==> config.mk <==
export PLATFORM = sky130hd
export DESIGN_NAME = fsvrb_top
export DESIGN_NICKNAME = d
export VERILOG_FILES = /design/src/fsvrb_pkg.sv /design/src/fsvrb_top.sv
export VERILOG_INCLUDE_DIRS = /design/src /design/src/src
export SDC_FILE = /design/constraint.sdc
export NUM_CORES = 1
export LEC_CHECK = 0
export BUFFER_PORTS_ARGS = -buffer_cell sky130_fd_sc_hd__buf_2
export CORE_ASPECT_RATIO = 1.75
export CORE_MARGIN = 2
export CORE_UTILIZATION = 50
export DETAILED_ROUTE_END_ITERATION = 10
export PLACE_DENSITY = 0.71
export SETUP_SLACK_MARGIN = 0.5
export SLEW_MARGIN = 10
export SYNTH_ARGS = -nofsm -noshare
export SYNTH_HDL_FRONTEND = slang
export SYNTH_SLANG_ARGS = --single-unit
==> constraint.sdc <==
create_clock -name clk_in -period 5.25 [get_ports clk_in]
set_clock_uncertainty 0.1 [all_clocks]
set_input_delay 0.7875 -clock clk_in [delete_from_list [all_inputs] [get_ports clk_in]]
set_output_delay 0.7875 -clock clk_in [all_outputs]
set_load 0.02 [all_outputs]
==> src/fsvrb_map.svh <==
`ifndef FSVRB_MAP_SVH
`define FSVRB_MAP_SVH
`define FSVRB_OFS_SFC2      8'hBD
`define FSVRB_OFS_LVL       8'hBE
`define FSVRB_OFS_RAMP      8'hBF
`define FSVRB_OFS_HYST      8'hC0
`define FSVRB_RST_SFC2      2'h0
`define FSVRB_RST_LVL       8'h00
`define FSVRB_RST_RAMP      8'h00
`define FSVRB_RST_HYST      8'h44
`define FSVRB_MODE_MSB      7
`define FSVRB_MODE_LSB      6
`define FSVRB_LVL_PROC      0
`define FSVRB_LVL_GP8       2
`define FSVRB_LVL_GP9       3
`define FSVRB_LVL_GP4       4
`define FSVRB_RAMP_STEP_MS  10'h032
`define FSVRB_CLK_HZ        25000000
`define FSVRB_CYC_PER_MS    (`FSVRB_CLK_HZ / 1000)
`define FSVRB_DUTY_STEP     8'h10
`define FSVRB_DUTY_FULL     8'hFF
`define FSVRB_DUTY_ZERO     8'h00
`define FSVRB_TGT_TOP       9'h100
`define FSVRB_TGT_MIN_M0    9'h086
`define FSVRB_TGT_MIN_M7    9'h085
`define FSVRB_TGT_MIN_M3    9'h006
`endif

==> src/fsvrb_pkg.sv <==
package fsvrb_pkg;
	typedef enum logic [1:0] {
		FSVRB_MODE_SIX   = 2'b00,
		FSVRB_MODE_SEVEN = 2'b01,
		FSVRB_MODE_LOW7  = 2'b10,
		FSVRB_MODE_HIGH7 = 2'b11
	} fsvrb_mode_t;
	typedef struct packed {
		fsvrb_mode_t mode;
		logic [7:0]  lvl;
		logic [7:0]  ramp;
		logic [7:0]  hyst;
	} fsvrb_regs_t;
endpackage

==> src/fsvrb_top.sv <==
`timescale 1ns/1ps
`default_nettype none
`include "fsvrb_map.svh"
// How it works
// - Identification mode comes from bits 7:6 of control register two.
// - Mode 00 decodes six bits, 0.8375 V to 1.600 V, 12.5 mV steps.
// - Mode 01 decodes seven bits, 0.83125 V to 1.600 V, 6.25 mV steps.
// - Mode 10 uses bits 6:0, bit seven forced zero, 6.25 mV steps.
// - Mode 11 uses bits 7:1, bit zero forced zero, 0.0375 V up, 12.5 mV.
// - Level bit 0 selects the lower thresholds for all identification inputs.
// - Level bits 2 and 3 lower inputs 8 and 9, only in mode 00.
// - Level bits 4 to 7 lower general inputs 4 to 7 in order.
// - Ramp bits 3:0 set the step delay for the regulator-hot ramp.
// - Ramp bits 7:4 set the step delay for the processor-hot ramp.
// - Delay code n gives n times 50 ms between steps.
// - Delay code zero drives the ramp level straight to full while hot, and straight to zero when not.
// - Hysteresis bits 3:0 serve zones 1a and 1b, one degree per count.
// - Hysteresis bits 7:4 serve zones 2a and 2b, one degree per count.
// - Boost holds full duty until the zone drops more than hysteresis below.
// - Each hysteresis field is unsigned, 0 to 15 degrees.
module fsvrb_top #(
	parameter int CYC_PER_MS = `FSVRB_CYC_PER_MS
) (
	input  wire logic            clk_in,
	input  wire logic            reset_n_in,
	input  wire logic [7:0]      reg_addr_in,
	input  wire logic            reg_wr_in,
	input  wire logic [7:0]      reg_wdata_in,
	input  wire logic            reg_rd_in,
	output logic      [7:0]      reg_rdata_out,
	input  wire logic [7:0]      voltage_id_code_in,
	input  wire logic            proc_hot_input_in,
	input  wire logic            regulator_hot_input_in,
	input  wire logic [1:0][7:0] pwm_base_in,
	input  wire logic [1:0][7:0] zone_temp_in,
	input  wire logic [1:0][7:0] boost_temp_in,
	output logic      [8:0]      supply_target_out,
	output logic      [7:0]      code_used_out,
	output logic                 proc_code_low_threshold_out,
	output logic                 gp_in8_low_threshold_out,
	output logic                 gp_in9_low_threshold_out,
	output logic                 gp_in4_low_threshold_out,
	output logic                 gp_in5_low_threshold_out,
	output logic                 gp_in6_low_threshold_out,
	output logic                 gp_in7_low_threshold_out,
	output logic      [1:0][7:0] pwm_duty_out,
	output logic      [1:0]      boost_active_out
);
	////////////////////////////////////////////////////////////////////////////////
	logic rst_s1_ff;
	logic rst_n;
	always_ff @(posedge clk_in or negedge reset_n_in) begin
		if (!reset_n_in) begin
			rst_s1_ff <= 1'b0;
			rst_n     <= 1'b0;
		end else begin
			rst_s1_ff <= 1'b1;
			rst_n     <= rst_s1_ff;
		end
	end
	// Pins are asynchronous; only the second stage is read.
	logic [9:0] pin_s1_ff;
	logic [9:0] pin_s2_ff;
	always_ff @(posedge clk_in or negedge rst_n) begin
		if (!rst_n) begin
			pin_s1_ff <= 10'h000;
			pin_s2_ff <= 10'h000;
		end else begin
			pin_s1_ff <= {proc_hot_input_in, regulator_hot_input_in, voltage_id_code_in};
			pin_s2_ff <= pin_s1_ff;
		end
	end
	////////////////////////////////////////////////////////////////////////////////
	fsvrb_pkg::fsvrb_regs_t regs_ff;
	fsvrb_pkg::fsvrb_regs_t nxt_regs;
	logic [7:0]             rdata_ff;
	logic [7:0]             nxt_rdata;
	always_comb begin
		nxt_regs  = regs_ff;
		nxt_rdata = rdata_ff;
		if (reg_wr_in) begin
			unique case (reg_addr_in)
				`FSVRB_OFS_SFC2: nxt_regs.mode = fsvrb_pkg::fsvrb_mode_t'(
					reg_wdata_in[`FSVRB_MODE_MSB:`FSVRB_MODE_LSB]);
				`FSVRB_OFS_LVL:  nxt_regs.lvl  = reg_wdata_in;
				`FSVRB_OFS_RAMP: nxt_regs.ramp = reg_wdata_in;
				`FSVRB_OFS_HYST: nxt_regs.hyst = reg_wdata_in;
				default: ;
			endcase
		end
		if (reg_rd_in) begin
			unique case (reg_addr_in)
				`FSVRB_OFS_SFC2: nxt_rdata = {regs_ff.mode, 6'h00};
				`FSVRB_OFS_LVL:  nxt_rdata = regs_ff.lvl;
				`FSVRB_OFS_RAMP: nxt_rdata = regs_ff.ramp;
				`FSVRB_OFS_HYST: nxt_rdata = regs_ff.hyst;
				default:         nxt_rdata = 8'h00;
			endcase
		end
	end
	always_ff @(posedge clk_in or negedge rst_n) begin
		if (!rst_n) begin
			regs_ff  <= '{fsvrb_pkg::fsvrb_mode_t'(`FSVRB_RST_SFC2), `FSVRB_RST_LVL,
				`FSVRB_RST_RAMP, `FSVRB_RST_HYST};
			rdata_ff <= 8'h00;
		end else begin
			regs_ff  <= nxt_regs;
			rdata_ff <= nxt_rdata;
		end
	end
	assign reg_rdata_out = rdata_ff;
	////////////////////////////////////////////////////////////////////////////////
	// The decode is a linear map onto 6.25 mV units, clamped at each mode's floor.
	logic [7:0] code_ff;
	logic [7:0] nxt_code;
	logic [8:0] tgt_ff;
	logic [8:0] nxt_tgt;
	logic [8:0] tgt_min;
	logic [6:0] thr_ff;
	logic [6:0] nxt_thr;
	always_comb begin
		unique case (regs_ff.mode)
			fsvrb_pkg::FSVRB_MODE_SIX: begin
				nxt_code = {2'b00, pin_s2_ff[5:0]};
				tgt_min  = `FSVRB_TGT_MIN_M0;
			end
			fsvrb_pkg::FSVRB_MODE_SEVEN: begin
				nxt_code = {1'b0, pin_s2_ff[6:0]};
				tgt_min  = `FSVRB_TGT_MIN_M7;
			end
			fsvrb_pkg::FSVRB_MODE_LOW7: begin
				nxt_code = {1'b0, pin_s2_ff[6:0]};
				tgt_min  = `FSVRB_TGT_MIN_M7;
			end
			fsvrb_pkg::FSVRB_MODE_HIGH7: begin
				nxt_code = {pin_s2_ff[7:1], 1'b0};
				tgt_min  = `FSVRB_TGT_MIN_M3;
			end
		endcase
		// Six-bit codes count 12.5 mV, so the code weighs two units.
		if (regs_ff.mode == fsvrb_pkg::FSVRB_MODE_SIX)
			nxt_tgt = `FSVRB_TGT_TOP - {nxt_code, 1'b0};
		else
			nxt_tgt = `FSVRB_TGT_TOP - {1'b0, nxt_code};
		if (nxt_tgt < tgt_min)
			nxt_tgt = tgt_min;
		nxt_thr = {regs_ff.lvl[7:`FSVRB_LVL_GP4],
			regs_ff.lvl[`FSVRB_LVL_GP9:`FSVRB_LVL_GP8] &
			{2{regs_ff.mode == fsvrb_pkg::FSVRB_MODE_SIX}},
			regs_ff.lvl[`FSVRB_LVL_PROC]};
	end
	always_ff @(posedge clk_in or negedge rst_n) begin
		if (!rst_n) begin
			code_ff <= 8'h00;
			tgt_ff  <= `FSVRB_TGT_TOP;
			thr_ff  <= 7'h00;
		end else begin
			code_ff <= nxt_code;
			tgt_ff  <= nxt_tgt;
			thr_ff  <= nxt_thr;
		end
	end
	assign code_used_out     = code_ff;
	assign supply_target_out = tgt_ff;
	assign {gp_in7_low_threshold_out, gp_in6_low_threshold_out, gp_in5_low_threshold_out,
		gp_in4_low_threshold_out, gp_in9_low_threshold_out, gp_in8_low_threshold_out,
		proc_code_low_threshold_out} = thr_ff;
	////////////////////////////////////////////////////////////////////////////////
	function automatic logic [9:0] step_ms(input logic [3:0] code);
		step_ms = 10'(code * `FSVRB_RAMP_STEP_MS);
	endfunction
	logic [14:0] pre_ff;
	logic [14:0] nxt_pre;
	logic        tick_ff;
	logic        nxt_tick;
	always_comb begin
		nxt_tick = (pre_ff == 15'(CYC_PER_MS - 1));
		nxt_pre  = nxt_tick ? 15'h0000 : pre_ff + 15'h0001;
	end
	always_ff @(posedge clk_in or negedge rst_n) begin
		if (!rst_n) begin
			pre_ff  <= 15'h0000;
			tick_ff <= 1'b0;
		end else begin
			pre_ff  <= nxt_pre;
			tick_ff <= nxt_tick;
		end
	end
	// Source 0 is the regulator-hot ramp, source 1 the processor-hot ramp.
	genvar g;
	for (g = 0; g < 2; g++) begin : g_ramp
		logic [3:0] code;
		logic       hot;
		logic [9:0] ms_ff;
		logic [9:0] nxt_ms;
		logic [7:0] lvl_ff;
		logic [7:0] nxt_lvl;
		assign code = regs_ff.ramp[4*g +: 4];
		assign hot  = pin_s2_ff[8+g];
		always_comb begin
			nxt_ms  = ms_ff;
			nxt_lvl = lvl_ff;
			if (code == 4'h0) begin
				nxt_ms  = 10'h000;
				nxt_lvl = hot ? `FSVRB_DUTY_FULL : `FSVRB_DUTY_ZERO;
			end else if (hot ? (lvl_ff == `FSVRB_DUTY_FULL) : (lvl_ff == `FSVRB_DUTY_ZERO)) begin
				nxt_ms = 10'h000;
			end else if (tick_ff) begin
				nxt_ms = ms_ff + 10'h001;
				if (nxt_ms >= step_ms(code)) begin
					nxt_ms = 10'h000;
					if (hot)
						nxt_lvl = (lvl_ff > `FSVRB_DUTY_FULL - `FSVRB_DUTY_STEP) ?
							`FSVRB_DUTY_FULL : lvl_ff + `FSVRB_DUTY_STEP;
					else
						nxt_lvl = (lvl_ff < `FSVRB_DUTY_STEP) ?
							`FSVRB_DUTY_ZERO : lvl_ff - `FSVRB_DUTY_STEP;
				end
			end
		end
		always_ff @(posedge clk_in or negedge rst_n) begin
			if (!rst_n) begin
				ms_ff  <= 10'h000;
				lvl_ff <= `FSVRB_DUTY_ZERO;
			end else begin
				ms_ff  <= nxt_ms;
				lvl_ff <= nxt_lvl;
			end
		end
	end
	////////////////////////////////////////////////////////////////////////////////
	// Widening to nine bits keeps temp plus hysteresis from wrapping.
	logic [1:0]      boost_ff;
	logic [1:0]      nxt_boost;
	logic [1:0][7:0] duty_ff;
	logic [1:0][7:0] nxt_duty;
	always_comb begin
		nxt_boost = boost_ff;
		for (int z = 0; z < 2; z++) begin
			if (zone_temp_in[z] > boost_temp_in[z])
				nxt_boost[z] = 1'b1;
			else if ({1'b0, zone_temp_in[z]} + {5'h00, regs_ff.hyst[4*z +: 4]} <
				{1'b0, boost_temp_in[z]})
				nxt_boost[z] = 1'b0;
		end
		for (int p = 0; p < 2; p++) begin
			nxt_duty[p] = pwm_base_in[p];
			if (g_ramp[0].lvl_ff > nxt_duty[p])
				nxt_duty[p] = g_ramp[0].lvl_ff;
			if (g_ramp[1].lvl_ff > nxt_duty[p])
				nxt_duty[p] = g_ramp[1].lvl_ff;
			if (|boost_ff)
				nxt_duty[p] = `FSVRB_DUTY_FULL;
		end
	end
	always_ff @(posedge clk_in or negedge rst_n) begin
		if (!rst_n) begin
			boost_ff <= 2'b00;
			duty_ff  <= '0;
		end else begin
			boost_ff <= nxt_boost;
			duty_ff  <= nxt_duty;
		end
	end
	assign boost_active_out = boost_ff;
	assign pwm_duty_out     = duty_ff;
endmodule
`default_nettype wire

Yosys cells after proc, flatten, opt, wreduce, memory -nomap -nowiden. Index checks and enable logic that the tools add are counted.

Add/subtract/negate cells: 11. Multipliers: 2. Order comparisons: 15. Eq/ne operators: 12. Multiplexer cells: 42. Bitwise logic cells: 1. Reductions and logical operators: 21.

Operator list (number): $mux 8 (22); $mux 10 (8); $eq 8x8->1 const B (6); $gt 8x8->1 (6); $pmux 8 s4 (1); $pmux 9 s3 (1); $pmux 8 s3 (1); $add 10x1->10 const B (2); $ge 10x10->1 (2); $add 8x4->9 (2); $lt 9x8->1 (2); $mul 4x5->9 const B (2); $mux 9 (2); $add 8x5->8 const B (2); $gt 8x8->1 const B (2); $logic_not 8->1 (2); $lt 8x5->1 const B (2); $sub 8x5->8 const B (2); $add 15x1->15 const B (1); $eq 15x15->1 const B (1); $mux 15 (1); $reduce_bool 2->1 (6); $lt 9x9->1 (1); $sub 9x8->9 const A (1); other kinds (12) (26).

Bits in registers: 150.

Depth between registers and ports, before layout. Gate-level depths: netlist of the first run.

Depth after elaboration: 7. Depth in mapped cells: 15. Gate-level depth less buffers: 14.

Least setup slack after synthesis of the first run. Ideal clock, no wire load.

Kind: input -> register. Start point: input pwm_base_in[13] (netlist name). End point: register duty_ff, in the netlist pwm_duty_out[8]. Arrival time: 3563 ps. Data required time: 5026 ps. Slack: 1463 ps. Stages: 15. Path buffers: 1. Cells stage by stage: inv_1 -> ha_1 -> a21oi_1 -> nor2_1 -> a211oi_1 -> a22o_1 -> clkbuf_1 -> mux2i_1 -> ha_1 -> a21o_1 -> a21o_1 -> a21oi_1 -> nor2_1 -> or2_2 -> o31a_1.

RTL lines: from (decl) (RTL line fsvrb_top.sv:34) `input wire logic [1:0][7:0] pwm_base_in,`; to (signal assigned) (RTL line fsvrb_top.sv:262) `duty_ff <= nxt_duty;`; to (decl) (RTL line fsvrb_top.sv:235) `logic [1:0][7:0] duty_ff;`.

==> results.tsv, run 1 <==
stage	metric	value	unit
run_status	status	complete, no violations	
job	Max Cap Viol	0	
timing	Slew HR	30.1	%
timing	final worst path period need	4.28	ns
power_and_ir_drop	Leak	5.32	nW
yosys	top cells by count, synth	141 x dfrtp_1, 126 x ha_1, 86 x inv_1, 54 x nor2_1, 51 x nand2_1	
finish	Area Overhead vs Synth	15.7	%
detailed_routing	vias per cell	5.64	
timing	Final Max Slew Viols	0	
critical_path	Worst setup SP type	register	
finish	Post-layout nets	1257	
finish	footprint of the multi-input gates	5280	um^2
yosys	Yosys reg bits	144	
timing	RSZ-0062 raised after global routing	false	
yosys	top-count cell post-synth	dfrtp_1	
die	number of top-level pins	128	
cts	CTS clk-pin slew, worst paths	0.06	ns
yosys	asr flop ratio synth	100	%
yosys	area of the mapped netlist	9290	um^2
grt	pin count of the biggest net entering global routing	58	
finish	final core utilization	58.4	%
power_and_ir_drop	power per cell area	347	nW/um^2
grt	initial antenna violation count	0	
cts	CTS buffer count	17	
timing	Hold Fails Final Rpt	0	
critical_path	crit-path leading delay family	compound AO/OA/AOI/OAI gates	
yosys	sequential share of the synthesized area	38.8	%
timing	Fmax	234	MHz
cts	Post-CTS Setup Inserts	0	
die	Std-Cell Rows	66	
die	DIE AREA	19700	um^2
detailed_routing	Avg WL per Cell	16.8	um
critical_path	WP buf/inv	0	
critical_path	CP arrival	4.46	ns
die	CORE AREA	18400	um^2
yosys	number of flops mapped to enable cells by yosys	0	
detailed_routing	vias	7335	
timing	Final WS setup	0.969	ns
detailed_routing	DR DRC count	0	
detailed_routing	initial DRC count	372	
finish	post-route design area	10800	um^2
finish	# fillers	1584	
place	placed cell areas	10200	um^2
cts	CTS tree	yes	
yosys	yosys warns	0	
detailed_routing	Post-DRT Antenna Nets	0	
grt	vias in the first global route	7493	
power_and_ir_drop	maximum vdd ir drop	0.000323	V
critical_path	Largest stage delay, worst path	0.71	ns
critical_path	Worst setup EP type	register	
cts	root buffer cell	clkbuf_16	
detailed_routing	drt pass-1 iters	5	
yosys	synthesized net count	1128	
critical_path	Worst EP required	5.43	ns
critical_path	CP Max Fanout	18	
place	input/output buffers	127	
yosys	Synth Area per Inst	10.1	um^2
grt	first-pass GRT wire length	35.3	mm
timing	setup TNS	0	ns
place	Setup WS pre-CTS	0.923	ns
yosys	post-synth cell types	71	
yosys	Post-synth top flop	dfrtp_1	
die	Die W	107	um
timing	setup violators final	0	
cts	Post-CTS Hold Buffers	0	
yosys	Cells after Synth	920	
timing	Final Cycle Share	81.5	%
finish	register area	3610	um^2
die	Initial Util	50.5	%
critical_path	Crit Path Class	reg2reg	
critical_path	worst-path cell with the longest stage delay	dfrtp_1	
cts	Num Clock Sinks	144	
timing	Worst-Margin Slew	1.05	ns
place	DPL Wire Length	16.9	mm
die	die height	184	um
critical_path	CP Cell Sequence	ha_1 > nor2b_1 > o211ai_1 > a21oi_1 > o22ai_2 > mux2i_1 > ha_1 > a21o_1 > a21o_1 > a21oi_1 > nor2_1 > nor3_1 > a22oi_1	
min_path	HP Class	in2async	
cts	clock latency on the worst-skew pair	0.43	ns
cts	Clock Tree Buf Depth	2	
grt	remaining global-route overflow	0	
cts	H-Tree Depth	4	
yosys	share of the synthesized area in the top cell type	38.0	%
grt	GR Util All Layers	22.8	%
yosys	top cell type by total area after synthesis	dfrtp_1	
yosys	top cells by area, synth	dfrtp_1 38%, ha_1 17%, mux2_2 3.9%, inv_1 3.5%, xnor2_1 2.5%	
detailed_routing	drt total wl	21.8	mm
place	gpl congestion	0.867	
cts	cts repair resizes	0	
finish	proportion of layout cells with a drive suffix above 1	20.4	%
layer usage:
metal / wire length (um) / GRT usage, % / vias to the layer above / share of wire, %
met3: 852 / 4.49 / 47 / 3.9
met2: 11500 / 42.4 / 171 / 53
met5: 0 / 0 / - / 0
met4: 847 / 12.3 / 0 / 3.9
met1: 8590 / 23.6 / 3536 / 39
li1: - / - / 3581 / -
registers in the layout, summed over array words and instances, names as in the netlist, 9 cells and up:
signal / count
g_ramp.lvl_ff: 10
regs_ff: 13
supply_target_out: 9
pin_s2_ff: 10
pre_ff: 15
pwm_duty_out: 16
g_ramp.ms_ff: 20
pin_s1_ff: 10
worst paths after layout:
kind / startpoint / end / slack, ns / depth (start not counted)
max in group asynchronous: rst_n / pre_ff[10] / 3.58 / 1
hold reg to reg: pin_s1_ff[0] / pin_s2_ff[0] / 0.25 / 0
hold / removal: reset_n_in / rst_n / 0.02 / 1
setup / recovery: g_ramp[0].lvl_ff[2] / pwm_duty_out[4] / 0.97 / 13
min in group clk_in: pin_s1_ff[0] / pin_s2_ff[0] / 0.25 / 0
setup reg to reg: g_ramp[0].lvl_ff[2] / pwm_duty_out[4] / 0.97 / 13
logic make-up after synthesis:
| family | synth area share (%) |
|---|---|
| simple gates | 12.3 |
| compound gates | 16.5 |
| flops | 38.8 |
| fa+ha+maj | 17.8 |
| buf+inv | 4.35 |
| mux | 5.92 |
| xor+xnor | 4.33 |
| other cells | 0.0403 |
worst reg2reg max path, stage by stage, from the launching register on:
cell      delay (ns)
dfrtp_1         0.71
ha_1            0.36
nor2b_1         0.14
o211ai_1        0.16
a21oi_1         0.10
o22ai_2         0.40
mux2i_1         0.47
ha_1            0.33
a21o_1          0.16
a21o_1          0.17
a21oi_1         0.15
nor2_1          0.08
nor3_1          0.62
a22oi_1         0.20
report_power, final:
| group | internal (mW) | switching [mW] |
|---|---|---|
| sequential | 1.21 | 0.163 |
| clock | 0.683 | 0.523 |
| combinational | 0.477 | 0.670 |
through the flow:
stage / std cells / hold slack (ns) / total power [mW]
4_1_cts: 1300 / 0.00750 / 3.75
5_1_grt: 1300 / 0.0182 / 3.96
3_5_place_dp: 1268 / 0.235 / 2.52
2_1_floorplan: 920 / 0.231 / 2.17
6_report: 1301 / 0.0247 / 3.73
3_3_place_gp: 1268 / 0.232 / 2.49
final cells by class:
class                           instances  area share (%)
Multi-Input combinational cell        671            49.1
Sequential cell                       144            33.6
Timing Repair Buffer                  129            6.05
Clock buffer                           19            4.12
Inverter                               86            3.00
Tap cell                              238            2.77
Clock inverter                         13            1.32
Antenna cell                            1          0.0233
placed cells by master, fill, tap and decap left out, types with 9 or more instances in the layout:
cell,instances
a21o_1,26
a21oi_1,43
a22o_1,13
a22oi_1,9
a31oi_1,12
buf_2,127
clkbuf_16,17
dfrtp_1,140
ha_1,126
inv_1,86
mux2_2,32
mux2i_1,16
nand2_1,51
nand2b_1,13
nand3_1,17
nand4_1,24
nor2_1,54
nor2b_1,14
nor3_1,12
o211ai_1,10
o21ai_0,33
o22ai_1,11
or3_1,10
xnor2_1,26
xor2_1,20
No activity file was read; power rests on OpenSTA's default activity.
==> run 2: changes to the inputs <==
==> constraint.sdc (replaced) <==
create_clock -name clk_in -period 4 [get_ports clk_in]
set_clock_uncertainty 0.1 [all_clocks]
set_input_delay 0.6 -clock clk_in [delete_from_list [all_inputs] [get_ports clk_in]]
set_output_delay 0.6 -clock clk_in [all_outputs]
set_load 0.02 [all_outputs]
==> results.tsv, run 2 (synthesized netlist as in run 1, its figures left out) <==
stage	metric	value	unit
run_status	status	complete, no violations	
finish	Post-layout nets	1288	
die	number of top-level pins	128	
die	Die W	107	um
power_and_ir_drop	Leak	5.50	nW
grt	remaining global-route overflow	0	
finish	most frequent cells in the layout	133 x dfrtp_1, 128 x buf_2, 119 x ha_1	
power_and_ir_drop	power per cell area	483	nW/um^2
critical_path	Crit path top cell by count	buf_6	
timing	Worst-Margin Slew	1.08	ns
place	DPL Wire Length	16.9	mm
cts	H-Tree Depth	4	
die	DIE AREA	19700	um^2
timing	Hold Fails Final Rpt	0	
timing	final worst path period need	3.53	ns
detailed_routing	drt total wl	22.6	mm
cts	CTS tree	yes	
timing	Fmax	283	MHz
detailed_routing	vias	7481	
cts	Clock Tree Buf Depth	2	
finish	register area	3620	um^2
detailed_routing	Post-DRT Antenna Nets	0	
job	Max Cap Viol	0	
cts	CTS buffer count	17	
critical_path	Worst setup SP type	register	
place	placed cell areas	10200	um^2
min_path	HP Class	in2reg	
power_and_ir_drop	maximum vdd ir drop	0.000352	V
finish	post-route design area	11400	um^2
die	Initial Util	50.5	%
timing	Final WS setup	0.465	ns
power_and_ir_drop	final total power	5.48	mW
detailed_routing	drt pass-1 iters	5	
detailed_routing	DR DRC count	0	
critical_path	Reg2Reg Depth	15	
place	Setup WS pre-CTS	-0.00922	ns
cts	CTS clk-pin slew, worst paths	0.07	ns
finish	# fillers	1571	
place	input/output buffers	127	
timing	Final Cycle Share	88.4	%
timing	setup TNS	0	ns
finish	proportion of layout cells with a drive suffix above 1	27.2	%
finish	max reg flops	20	
finish	commonest non-fill, non-tap cell in the layout	dfrtp_1	
critical_path	CP Cell Sequence	buf_6 > ha_4 > a21oi_4 > o22ai_2 > o21bai_1 > a22o_4 > buf_6 > mux2_4 > ha_1 > nand4_1 > nor2_2 > a211oi_2 > buf_4 > nor3_4 > a22oi_1	
grt	initial antenna violation count	2	
detailed_routing	vias per cell	5.61	
timing	setup violators final	0	
critical_path	worst-path cell with the longest stage delay	dfrtp_2	
grt	pin count of the biggest net entering global routing	58	
timing	Slew HR	27.1	%
cts	Num Clock Sinks	144	
cts	clock latency on the worst-skew pair	0.43	ns
die	CORE AREA	18400	um^2
timing	Final Max Slew Viols	0	
timing	RSZ-0062 raised after global routing	true	
cts	root buffer cell	clkbuf_16	
critical_path	Crit Path Class	reg2reg	
finish	Largest Register	g_ramp.ms_ff	
finish	footprint of the multi-input gates	5560	um^2
min_path	Hold Path Stages	1	
critical_path	R2R setup slack	0.47	ns
detailed_routing	initial DRC count	340	
finish	Area Overhead vs Synth	22.1	%
critical_path	CP Max Fanout	7	
die	die height	184	um
critical_path	CP arrival	3.73	ns
critical_path	Worst setup EP type	register	
place	gpl congestion	0.879	
grt	GR Util All Layers	23.3	%
critical_path	Worst EP required	4.19	ns
die	Std-Cell Rows	66	
detailed_routing	Avg WL per Cell	16.9	um
grt	vias in the first global route	7559	
critical_path	Largest stage delay, worst path	0.46	ns
grt	first-pass GRT wire length	36.0	mm
run 2: cell count changes in the layout (fill, tap and decap cells not counted), moves of 6 or more:
cell,before,now
dfrtp_2,0,7
dfrtp_1,140,133
a21boi_1,0,6
a21boi_0,7,1
ha_1,126,119
mux2i_1,16,8
buf_4,2,27
run 2: per-stage QoR:
stage                     hold WS, ns  utilization (%)  cells
after CTS                       0.157             59.7   1318
after global placement          0.233             55.6   1279
after floorplan                 0.204                -    920
after detailed placement        0.236             55.6   1279
final                           0.173             61.6   1333
after global routing            0.157             61.6   1333
run 2: critical path, delay by kind of cell, from the launching register on:
kind,cells,cell delay (ns)
AOI/OAI and AO/OA,6,0.94
adders and majority gates,2,0.53
buffers and inverters,3,0.46
DFF,1,0.46
muxes,1,0.31
and+or+nand+nor,3,0.58
run 2: cell type report:
type                       instances  share of cell area (%)
multi-input combinational        671                    49.0
timing repair buffer             160                    7.91
antenna                            2                  0.0441
inverter                          86                    2.87
clock inverter                    15                    1.91
tap                              238                    2.62
sequential                       144                    31.9
clock buffer                      17                    3.75
run 2: repair_timing:
action,in CTS,in global routing
gates resized for setup,14,63
pin swaps,2,15
hold endpoints to repair,2,0
setup endpoints to repair,19,41
setup buffers,6,13
hold buffers,1,0
run 2: power breakdown:
| group | internal [mW] | switching [mW] |
|---|---|---|
| combinational | 0.897 | 1.08 |
| clock | 1.01 | 0.704 |
| sequential | 1.60 | 0.190 |
run 2: path summary, 6_finish.rpt:
check                                       from            endpoint
setup reg to reg             g_ramp[0].lvl_ff[2]    pwm_duty_out[15]
min in group asynchronous                  rst_n  g_ramp[1].ms_ff[1]
max in group asynchronous                  rst_n   g_ramp[1].code[0]
hold reg to reg                     pin_s1_ff[0]        pin_s2_ff[0]
setup / recovery             g_ramp[0].lvl_ff[2]    pwm_duty_out[15]
hold / removal             voltage_id_code_in[1]        pin_s1_ff[1]
run 2: layer usage:
layer | part of all wire, % | wire length [um] | vias up | global-route usage [%]
li1 | - | - | 3642 | -
met1 | 38 | 8540 | 3586 | 24.4
met3 | 4.2 | 954 | 52 | 4.49
met4 | 3.9 | 878 | 0 | 13.1
met5 | 0 | 0 | - | 0
met2 | 54 | 12200 | 201 | 42.8
